**src/fcif_defines.svh**
```systemverilog
`ifndef FCIF_DEFINES_SVH
`define FCIF_DEFINES_SVH

// ----------------------------------------
// Register bus geometry
// ----------------------------------------
`define FCIF_ADDR_W 8
`define FCIF_DATA_W 32

// ----------------------------------------
// Register byte offsets
// ----------------------------------------
`define FCIF_OFS_FLAG_STATUS 8'h2C
`define FCIF_OFS_FLAG_SET 8'h30
`define FCIF_OFS_FLAG_CLEAR 8'h34
`define FCIF_OFS_ENABLE 8'h38
`define FCIF_OFS_OVR_STATUS 8'h40
`define FCIF_OFS_OVR_MASK 8'h44

// ----------------------------------------
// Field layout, shared by every register
// ----------------------------------------
`define FCIF_NFLAGS 2
`define FCIF_BIT_ERASE 0
`define FCIF_BIT_WRITE 1

// ----------------------------------------
// Reset values
// ----------------------------------------
`define FCIF_RST_FLAGS 2'h0
`define FCIF_RST_DATA 32'h0

`endif

```
**src/fcif_pkg.sv**
```systemverilog
package fcif_pkg;

	// ----------------------------------------
	// Register selection
	// ----------------------------------------
	typedef enum logic [2:0] {
		FCIF_SEL_NONE,
		FCIF_SEL_FLAG_STATUS,
		FCIF_SEL_FLAG_SET,
		FCIF_SEL_FLAG_CLEAR,
		FCIF_SEL_ENABLE,
		FCIF_SEL_OVR_STATUS,
		FCIF_SEL_OVR_MASK
	} fcif_reg_sel_t;

	typedef logic [1:0] fcif_flags_t;

endpackage

```
**src/fcif_flag_cell.sv**
```systemverilog
`timescale 1ns/10ps
`default_nettype none

// Sticky bit: any set source wins over a clear in the same cycle
module fcif_flag_cell (
	input wire logic clk_sys,
	input wire logic rst,
	input wire logic set_a,
	input wire logic set_b,
	input wire logic clr,
	output logic q
);

	always_ff @(posedge clk_sys or posedge rst) begin
		if (rst) begin
			q <= 1'b0;
		end else begin
			q <= (q & ~clr) | set_a | set_b;
		end
	end

endmodule

`default_nettype wire

```
**src/fcif_irq_gate.sv**
```systemverilog
`timescale 1ns/10ps
`default_nettype none

// Level request while any flag stands together with its enable
module fcif_irq_gate (
	input wire fcif_pkg::fcif_flags_t flags,
	input wire fcif_pkg::fcif_flags_t enable,
	output logic irq
);

	assign irq = |(flags & enable);

endmodule

`default_nettype wire

```
**src/fcif_top.sv**
```systemverilog
// Operation
// RULE1: Writing one to set-register bit 1 raises write-done flag and requests interrupt.
// RULE2: Writing one to set-register bit 0 raises erase-done flag and requests interrupt.
// RULE3: Writing one to clear-register bit 1 clears write-done flag; reads zero.
// RULE4: Writing one to clear-register bit 0 clears erase-done flag; reads zero.
// RULE5: Enable bit 1 is read-write, resets zero, gates write-done onto request.
// RULE6: Enable bit 0 is read-write, resets zero, gates erase-done onto request.
// RULE7: Software writes zeros to unused upper bits of set, clear, enable.
// RULE8: Write-done flag, status bit 1, sets whenever a flash word write completes.
// RULE9: Erase-done flag, status bit 0, sets whenever a flash erase completes.
// RULE10: Request high while flag and enable both set; zero writes do nothing.
`include "fcif_defines.svh"
`timescale 1ns/10ps
`default_nettype none

module fcif_top (
	input wire logic clk_sys,
	input wire logic rst,
	input wire logic [`FCIF_ADDR_W-1:0] reg_addr,
	input wire logic [`FCIF_DATA_W-1:0] reg_wdata,
	input wire logic reg_wr,
	input wire logic reg_rd,
	output logic [`FCIF_DATA_W-1:0] reg_rdata,
	input wire logic write_done_pulse,
	input wire logic erase_done_pulse,
	output logic flash_irq,
	output logic ovr_irq
);

	// ----------------------------------------
	// Address decode
	// ----------------------------------------
	function automatic fcif_pkg::fcif_reg_sel_t decode(input logic [`FCIF_ADDR_W-1:0] a);
		fcif_pkg::fcif_reg_sel_t s;
		s = fcif_pkg::FCIF_SEL_NONE;
		unique case (a)
			`FCIF_OFS_FLAG_STATUS: s = fcif_pkg::FCIF_SEL_FLAG_STATUS;
			`FCIF_OFS_FLAG_SET: s = fcif_pkg::FCIF_SEL_FLAG_SET;
			`FCIF_OFS_FLAG_CLEAR: s = fcif_pkg::FCIF_SEL_FLAG_CLEAR;
			`FCIF_OFS_ENABLE: s = fcif_pkg::FCIF_SEL_ENABLE;
			`FCIF_OFS_OVR_STATUS: s = fcif_pkg::FCIF_SEL_OVR_STATUS;
			`FCIF_OFS_OVR_MASK: s = fcif_pkg::FCIF_SEL_OVR_MASK;
			default: s = fcif_pkg::FCIF_SEL_NONE;
		endcase
		return s;
	endfunction

	fcif_pkg::fcif_reg_sel_t sel;
	assign sel = decode(reg_addr);

	// Upper data bits are ignored on every write, so stray ones there are harmless
	fcif_pkg::fcif_flags_t wr_bits;
	assign wr_bits = reg_wdata[`FCIF_NFLAGS-1:0]; // RULE7

	// ----------------------------------------
	// Write strobes per register
	// ----------------------------------------
	fcif_pkg::fcif_flags_t sw_set;
	fcif_pkg::fcif_flags_t sw_clr;
	fcif_pkg::fcif_flags_t hw_set;
	logic wr_enable;
	logic wr_ovr_mask;
	logic rd_ovr_status;

	// A zero bit in the written word selects nothing, so zero writes to the set and clear registers have no effect
	assign sw_set = (reg_wr && sel == fcif_pkg::FCIF_SEL_FLAG_SET) ? wr_bits
		: `FCIF_RST_FLAGS; // RULE1 RULE2 RULE10
	assign sw_clr = (reg_wr && sel == fcif_pkg::FCIF_SEL_FLAG_CLEAR) ? wr_bits
		: `FCIF_RST_FLAGS; // RULE3 RULE4 RULE10
	assign wr_enable = reg_wr && sel == fcif_pkg::FCIF_SEL_ENABLE;
	assign wr_ovr_mask = reg_wr && sel == fcif_pkg::FCIF_SEL_OVR_MASK;
	assign rd_ovr_status = reg_rd && sel == fcif_pkg::FCIF_SEL_OVR_STATUS;

	// The sequencer runs on this clock, so its completion pulses need no synchroniser
	always_comb begin
		hw_set = `FCIF_RST_FLAGS;
		hw_set[`FCIF_BIT_WRITE] = write_done_pulse; // RULE8
		hw_set[`FCIF_BIT_ERASE] = erase_done_pulse; // RULE9
	end

	// ----------------------------------------
	// Interrupt flags
	// ----------------------------------------
	fcif_pkg::fcif_flags_t flags;

	// A completion in the same cycle as a clear keeps the flag set
	genvar gi;
	generate
		for (gi = 0; gi < `FCIF_NFLAGS; gi++) begin : g_flag
			fcif_flag_cell u_flag (
				.clk_sys(clk_sys),
				.rst(rst),
				.set_a(hw_set[gi]),
				.set_b(sw_set[gi]),
				.clr(sw_clr[gi]),
				.q(flags[gi])
			); // RULE1 RULE2 RULE3 RULE4 RULE8 RULE9
		end
	endgenerate

	// ----------------------------------------
	// Interrupt enable
	// ----------------------------------------
	fcif_pkg::fcif_flags_t enable;

	always_ff @(posedge clk_sys or posedge rst) begin
		if (rst) begin
			enable <= `FCIF_RST_FLAGS; // RULE5 RULE6
		end else if (wr_enable) begin
			enable <= wr_bits; // RULE5 RULE6
		end
	end

	fcif_irq_gate u_flash_gate (
		.flags(flags),
		.enable(enable),
		.irq(flash_irq)
	); // RULE10

	// ----------------------------------------
	// Overrun events
	// ----------------------------------------
	// A raise that finds its flag already standing means software missed one
	// completion; that is logged here since the flag itself cannot count.
	fcif_pkg::fcif_flags_t ovr_event;
	fcif_pkg::fcif_flags_t ovr_status;
	fcif_pkg::fcif_flags_t ovr_mask;

	assign ovr_event = (hw_set | sw_set) & flags & ~sw_clr;

	generate
		for (gi = 0; gi < `FCIF_NFLAGS; gi++) begin : g_ovr
			fcif_flag_cell u_ovr (
				.clk_sys(clk_sys),
				.rst(rst),
				.set_a(ovr_event[gi]),
				.set_b(1'b0),
				.clr(rd_ovr_status),
				.q(ovr_status[gi])
			);
		end
	endgenerate

	always_ff @(posedge clk_sys or posedge rst) begin
		if (rst) begin
			ovr_mask <= `FCIF_RST_FLAGS;
		end else if (wr_ovr_mask) begin
			ovr_mask <= wr_bits;
		end
	end

	fcif_irq_gate u_ovr_gate (
		.flags(ovr_status),
		.enable(ovr_mask),
		.irq(ovr_irq)
	);

	// ----------------------------------------
	// Read path
	// ----------------------------------------
	// Data stands for exactly the cycle after the read strobe, zero otherwise.
	// Set and clear registers are write-only and read as zero.
	logic [`FCIF_DATA_W-1:0] next_rdata;

	always_comb begin
		next_rdata = `FCIF_RST_DATA;
		if (reg_rd) begin
			unique case (sel)
				fcif_pkg::FCIF_SEL_FLAG_STATUS: next_rdata[`FCIF_NFLAGS-1:0] = flags;
				fcif_pkg::FCIF_SEL_ENABLE: next_rdata[`FCIF_NFLAGS-1:0] = enable;
				fcif_pkg::FCIF_SEL_OVR_STATUS: next_rdata[`FCIF_NFLAGS-1:0] = ovr_status;
				fcif_pkg::FCIF_SEL_OVR_MASK: next_rdata[`FCIF_NFLAGS-1:0] = ovr_mask;
				fcif_pkg::FCIF_SEL_FLAG_SET,
				fcif_pkg::FCIF_SEL_FLAG_CLEAR,
				fcif_pkg::FCIF_SEL_NONE: next_rdata = `FCIF_RST_DATA; // RULE3 RULE4
			endcase
		end
	end

	always_ff @(posedge clk_sys or posedge rst) begin
		if (rst) begin
			reg_rdata <= `FCIF_RST_DATA;
		end else begin
			reg_rdata <= next_rdata;
		end
	end

endmodule

`default_nettype wire

```
**config.mk**
```make
export PLATFORM = sky130hd
export DESIGN_NAME = fcif_top
export DESIGN_NICKNAME = d
export VERILOG_FILES = /design/src/fcif_pkg.sv /design/src/fcif_flag_cell.sv /design/src/fcif_irq_gate.sv /design/src/fcif_top.sv
export VERILOG_INCLUDE_DIRS = /design/src
export SDC_FILE = /design/constraint.sdc
export NUM_CORES = 1
export LEC_CHECK = 0
export BUFFER_PORTS_ARGS = -buffer_cell sky130_fd_sc_hd__buf_2
export CAP_MARGIN = 25
export CORE_MARGIN = 1.5
export CORE_UTILIZATION = 35
export CTS_CLUSTER_DIAMETER = 60
export CTS_CLUSTER_SIZE = 8
export DETAILED_ROUTE_END_ITERATION = 7
export HOLD_SLACK_MARGIN = 0.06
export PLACE_DENSITY_LB_ADDON = 0.2
export SYNTH_ARGS = -nofsm -noshare
export SYNTH_HDL_FRONTEND = slang
export SYNTH_SLANG_ARGS = --single-unit
```
**constraint.sdc**
```tcl
create_clock -name clk_sys -period 1.5 [get_ports clk_sys]
set_clock_uncertainty 0.2 [all_clocks]
set_input_delay 0.075 -clock clk_sys [delete_from_list [all_inputs] [get_ports clk_sys]]
set_output_delay 0.075 -clock clk_sys [all_outputs]
set_load 0.03 [all_outputs]
```
==> flow_summary_export.csv, run 1 <==
group,metric,value,unit
worst_setup_path,critical_path_buf_inv_count,2,
placement,dpl.hpwl,1150,um
worst_setup_path,slowest_stage,"dlygate4sd3_1",
placement,place_area,842,um^2
clocking,cts.clk_slew.worst_paths,0.07,ns
synth,synth_seq_area_share,31.2,%
synth,synth_cell_types,27,
drt,routed_wirelength,1600,um
min_path,hold_depth,5,
placement,placed_cells,133,
global_route,met2_usage,23.2,%
global_route,grt_pass1_vias,563,
global_route,grt-busiest-layer,"met2",
final_layout,finalNetCount,168,
synth,synthMuxAreaShare,9.52,%
drt,vias_per_cell,4.31,
worst_setup_path,critical_path.top_delay_family,"buffers and inverters",
final_layout,design_area,1000,um^2
pwr,leakage,0.000508,uW
die,start_util,36.6,%
pwr,switchingPower,260,uW
synth,synth.avg_cell_area,9.55,um^2
drt,drt_iter0_drc,10,
final_layout,instances_no_fill,149,
final_layout,n_antenna_cell,0,
drt,ant_nets,0,
synth,synth-adder-area-share,0,%
sta,finalCritPeriodShare,98.1,%
worst_setup_path,startpoint_type,"input port",
synth,postSynthCellCount,84,
die,die_h,50.9,um
worst_setup_path,crit_chain,"dlygate4sd3_1 > clkbuf_4 > or3b_4 > a22o_1",
placement,port_buffers,19,
worst_setup_path,reg2regPathDepth,3,
pwr,power,746,uW
worst_setup_path,crit_type,"in -> reg",
global_route,use_met3,5.85,%
final_layout,drive_above_1_share,30.6,%
sta,holdWs,0.0349,ns
drt,wl_per_cell,10.7,um
sta,timing.fmax,0.679,GHz
clocking,cts_tree,"done",
pwr,netSwitchingFraction,34.9,%
sta,hold_viol,0,
global_route,antenna_found_initial,0,
global_route,grt_pass1_wl,2340,um
worst_setup_path,cp.arrival,1.44,ns
clocking,htree_levels,1,
die,rows,17,
sta,min_period,1.47,ns
final_layout,area_growth_syn_to_layout,25.1,%
sta,maxSlewViolCount,0,
pwr,p_clk_share,33.9,%
global_route,gr-total-overflow,0,
synth,synthXorXnorAreaFrac,0,%
job,maxCapViolations,0,
clocking,cts_buffer_depth,2,
drt,drc,0,
pwr,powerDensity,743,nW/um^2
worst_setup_path,max_stage_delay,0.53,ns
worst_setup_path,critPathRequiredTime,1.47,ns
pwr,combPwrFrac,28.7,%
clocking,clkSinkCount,10,
min_path,hp-class,"in -> reg",
clocking,numCtsBuffers,3,
worst_setup_path,path_max_fanout,13,
status,status,"completed",
clocking,cts_root_buffer,"clkbuf_4",
synth,synth-compound-area-share,11.7,%
synth,synthSimpleGateAreaFrac,17.2,%
worst_setup_path,cp.depth,4,
global_route,grt_max_degree,14,
synth,syn-cell-area,802,um^2
die,die_area,2590,um^2
drt,dr.pass1.iters,3,
synth,synth_seq_cells,10,
worst_setup_path,end_kind,"flip-flop",
die,coreArea,2190,um^2
placement,gp_congestion,0.807,
global_route,grt_util_met1,11.8,%
pwr,p_int,486,uW
sta,rsz0062_at_grt,"no",
drt,vias,642,
pwr,ir_drop,401,uV
global_route,grt_usage,12.4,%
die,io_pins,80,
synth,yosys_warnings,0,
sta,finalSetupViolations,0,
die,die_w,50.9,um
pwr,power_frac_seq,37.5,%
clocking,clk_latency,0.27,ns
synth,synth_top_family_by_area,"buffers and inverters",
==> worst reg2reg max path, cell delays in order, from the launching register on <==
cell	delay, ns
dfrtp_1	0.40
mux2_2	0.27
a22oi_1	0.16
a21oi_1	0.09
==> cell families after synthesis <==
group / Yosys count
buf+inv: 34
simple gates: 18
compound gates: 14
flops: 10
mux: 7
other cells: 1
==> path summary, 6_finish.rpt <==
kind | from | end | slack (ns)
worst max register to register | g_ovr[1].u_ovr.q | reg_rdata[1] | 0.26
worst max-delay path | reg_addr[2] | g_ovr[0].u_ovr.q | 0.03
worst min-delay path | reg_addr[4] | reg_rdata[0] | 0.03
worst min register to register | ovr_mask[1] | ovr_mask[1] | 0.34
min in group asynchronous | rst | g_ovr[1].u_ovr.q | 0.12
max in group asynchronous | rst | g_flag[0].u_flag.q | 0.68
==> registers in the layout (all words and copies together) (netlist names) <==
signal,cells
reg_rdata,2
g_ovr.u_ovr.q,2
g_flag.u_flag.q,2
ovr_mask,2
enable,2
==> power by group through the flow <==
| stage | registers, uW | logic [uW] | clock network [uW] |
|---|---|---|---|
| 6_report | 280 | 214 | 253 |
| 5_1_grt | 280 | 229 | 273 |
| 4_1_cts | 279 | 208 | 260 |
| 3_5_place_dp | 285 | 188 | 0 |
| 3_3_place_gp | 284 | 187 | 0 |
| 2_1_floorplan | 284 | 204 | 0 |
==> layout by cell type (no fill, tap or decap), types with 2 or more instances in the layout <==
master / n
conb_1: 30
buf_2: 18
dlygate4sd3_1: 12
dfrtp_1: 10
mux2_2: 5
a21oi_1: 4
a22o_1: 4
clkbuf_4: 4
buf_4: 4
nand4b_1: 3
inv_1: 3
nor3b_1: 2
nand3_1: 2
nand4_1: 2
o21ai_0: 2
mux2i_1: 2
==> through the flow <==
| stage | utilization, % | setup TNS, ns | worst slack, ns |
|---|---|---|---|
| after floorplan | - | 0 | 0.141 |
| after CTS | 44.7 | 0 | 0.0214 |
| after detailed placement | 38.4 | -0.0715 | -0.0384 |
| final | 45.8 | 0 | 0.0282 |
| after global routing | 45.8 | 0 | 0.0157 |
| after global placement | 38.4 | -0.0751 | -0.0379 |
==> repair_timing <==
item                                   CTS  global route
endpoints found under the hold margin   20             1
buffers inserted                         0             0
resized for setup                        0             2
hold buffers                            10             2
setup endpoints to repair                0             2
==> area by class of cell <==
cell class,count,area (um^2)
Inverter,3,11.3
Fill cell,222,1190
Sequential cell,10,250
Tap cell,28,35.0
Multi-Input combinational cell,69,423
Clock buffer,4,36.3
Timing Repair Buffer,35,248
==> Yosys cell counts <==
master / count / area, um^2
mux2i_1: 2 / 20.0
nor2_1: 1 / 3.75
and3b_2: 1 / 10.0
and4bb_2: 1 / 12.5
or3b_1: 1 / 8.76
o211ai_1: 1 / 7.51
nor3b_1: 2 / 15.0
nand4b_1: 3 / 26.3
o21ai_0: 2 / 10.0
clkbuf_1: 1 / 3.75
buf_4: 30 / 225
conb_1: 1 / 3.75
nor3_2: 1 / 10.0
a21o_1: 1 / 7.51
a22o_1: 4 / 35.0
a21oi_1: 4 / 20.0
a31oi_1: 1 / 6.26
and2b_2: 1 / 8.76
mux2_2: 5 / 56.3
dfrtp_1: 10 / 250
inv_1: 3 / 11.3
nand3_1: 2 / 10.0
a22oi_1: 1 / 7.51
nand3b_1: 1 / 7.51
nand2_1: 1 / 3.75
nand4_1: 2 / 12.5
and3b_1: 1 / 8.76
==> metal layers <==
metal / routed length, um / part of all wire [%]
met2: 820 / 51
met3: 124 / 7.7
met5: 0 / 0
met1: 651 / 41
met4: 5 / 0.31
No activity file was read; power rests on OpenSTA's default activity.
==> inputs of run 2 (changes only) <==
CORE_UTILIZATION = 39   (was 35)
SYNTH_HIERARCHICAL = 1   (was unset)
clock period = 1.75 ns   (was 1.5 ns; I/O delays follow)
==> run 2 against run 1 <==
Core utilization up 10 points. Register-to-register slack better by 0.38 ns. Critical path depth up 2. Area after synthesis up 8.7%. Global-route usage up 3.3 points. Power down 13%. Non-clock buffer count up 5. Cell area up 14%. Critical path type unchanged. Critical endpoint is now g_ovr[0].u_ovr/q.
==> flow_summary_export.csv, run 2 <==
group,metric,value,unit
final_layout,drive_above_1_share,32.6,%
status,status,"completed",
final_layout,finalNetCount,191,
pwr,ir_drop,561,uV
die,coreArea,2040,um^2
synth,synth_top_cell_area_share,28.7,%
global_route,grt_pass1_wl,2980,um
worst_setup_path,path_max_fanout,4,
job,maxCapViolations,0,
clocking,numCtsBuffers,3,
sta,min_period,1.72,ns
die,start_util,42.7,%
sta,setup_slack,0.0315,ns
drt,wl_per_cell,10.6,um
sta,timing.fmax,0.582,GHz
synth,synth.avg_cell_area,8.72,um^2
synth,synth_seq_cells,10,
synth,yosysTopAreaCell,"dfrtp_1",
sta,finalSetupViolations,0,
clocking,cts_tree,"done",
pwr,powerDensity,572,nW/um^2
synth,synth_edf_count,0,
clocking,cts.clk_slew.worst_paths,0.07,ns
worst_setup_path,end_kind,"flip-flop",
synth,synth_seq_area_share,28.7,%
clocking,htree_levels,1,
clocking,cts_buffer_depth,2,
placement,placed_cells,159,
clocking,clkSinkCount,10,
synth,postSynthCellCount,100,
drt,drt_iter0_drc,10,
min_path,hp-class,"in -> async",
clocking,clk_latency,0.27,ns
global_route,gr-total-overflow,0,
final_layout,instances_no_fill,171,
die,die_area,2530,um^2
die,die_h,50.3,um
die,die_w,50.3,um
synth,synth.area.top_cells,"dfrtp_1 (29%), buf_4 (26%), inv_1 (3.9%), and3_1 (2.9%), mux2_1 (2.6%)",
synth,yosysMostFrequentCell,"buf_4",
sta,rsz0062_at_grt,"no",
final_layout,final_cell_mix,"conb_1 (32), buf_2 (18), buf_4 (14), dfrtp_1 (10), inv_1 (9)",
synth,syn-cell-area,872,um^2
drt,vias,753,
global_route,antenna_found_initial,0,
pwr,leakage,0.000628,uW
global_route,grt_usage,15.7,%
worst_setup_path,critPathRequiredTime,1.71,ns
synth,synth_cell_types,30,
placement,port_buffers,19,
placement,gp_congestion,0.856,
final_layout,fillers,193,
final_layout,area_growth_syn_to_layout,30.7,%
drt,drc,0,
final_layout,n_antenna_cell,0,
synth,yosys_warnings,6,
drt,routed_wirelength,1820,um
global_route,grt_pass1_vias,700,
sta,finalCritPeriodShare,98.2,%
worst_setup_path,crit_type,"in -> reg",
sta,hold_viol,0,
worst_setup_path,cp.arrival,1.68,ns
synth,synthTopCellsByCount,"buf_4 (30), dfrtp_1 (10), inv_1 (9)",
placement,dpl.hpwl,1400,um
synth,synthFlopType,"dfrtp_1",
drt,ant_nets,0,
die,io_pins,80,
sta,maxSlewViolCount,0,
drt,dr.pass1.iters,4,
placement,post-place-ws,-0.238,ns
synth,ys_async_sr_fraction,100,%
clocking,cts_root_buffer,"clkbuf_4",
die,rows,16,
worst_setup_path,startpoint_type,"input port",
global_route,grt_max_degree,11,
final_layout,final_common_cell,"conb_1",
drt,vias_per_cell,4.40,
-- run 2: changes by cell type in the layout (fill, tap and decap cells not counted), moves of 3 or more --
cell / delta
nor2_1: +4
buf_4: +10
o21ai_1: +4
dlygate4sd3_1: -4
inv_1: +6
mux2_2: -3
-- run 2: area by class of cell --
| type | count | area, um^2 | share of cell area (%) |
|---|---|---|---|
| clock buffer | 4 | 36.3 | 3.18 |
| tap | 27 | 33.8 | 2.96 |
| sequential | 10 | 250 | 22.0 |
| multi-input combinational | 81 | 510 | 44.8 |
| timing repair buffer | 40 | 275 | 24.1 |
| inverter | 9 | 33.8 | 2.96 |
-- run 2: worst max-delay path, cell delays in order --
cell	delay [ns]
buf_2	0.10
or4b_4	0.53
or4_4	0.47
nor3b_1	0.27
buf_4	0.16
o21ai_1	0.05
-- run 2: cells by family (layout without fill, tap and decap cells) --
family	after synthesis	in the layout	synth area share, %
muxes	6	6	7.46
buffers and inverters	40	53	30.1
AOI/OAI and AO/OA	15	15	11.3
other	1	32	0.430
DFF	10	10	28.7
and+or+nand+nor	27	27	20.9
xor gates and xnor gates	1	1	1.00
-- run 2: routing by layer --
layer	vias up	track usage, %	routed length (um)
met4	0	1.39	0
li1	368	-	-
met1	354	19.7	811
met3	0	5.36	100
met2	31	27.0	907
met5	-	0	0
-- run 2: final timing paths --
path                               startpoint  slack, ns                to  depth (start not counted)
hold reg to reg                   ovr_mask[0]       0.32       ovr_mask[0]                          1
setup reg to reg           g_flag[0].u_flag/q       0.64      reg_rdata[0]                          1
min in group clk_sys              reg_addr[2]       0.08      reg_rdata[1]                          3
max in group asynchronous                 rst       0.63  g_ovr[0].u_ovr/q                          4
hold / removal                            rst       0.08       ovr_mask[1]                          3
setup / recovery                  reg_addr[5]       0.03  g_ovr[0].u_ovr/q                          6
-- run 2: power by group --
part,switching (uW),total (uW),internal (uW)
registers,3.35,239,236
logic,141,201,60.1
clock network,85.3,212,126
-- run 2: through the flow --
step	hold WS [ns]	total power [uW]	TNS, ns	instance area (um^2)	util (%)
2_1_floorplan	-0.384	426	-0.153	992	-
3_3_place_gp	-0.238	425	-1.31	990	48.5
3_5_place_dp	-0.235	426	-1.26	990	48.5
4_1_cts	0.0722	653	0	1110	54.2
5_1_grt	0.103	692	0	1140	55.8
6_report	0.0765	652	0	1140	55.8
-- run 2: repair_timing --
item | 4_1_cts | 5_1_grt
hold buffers | 8 | 0
setup endpoints to repair | 0 | 2
endpoints found under the hold margin | 19 | 0
buffers inserted | 0 | 1
gates resized for setup | 0 | 6
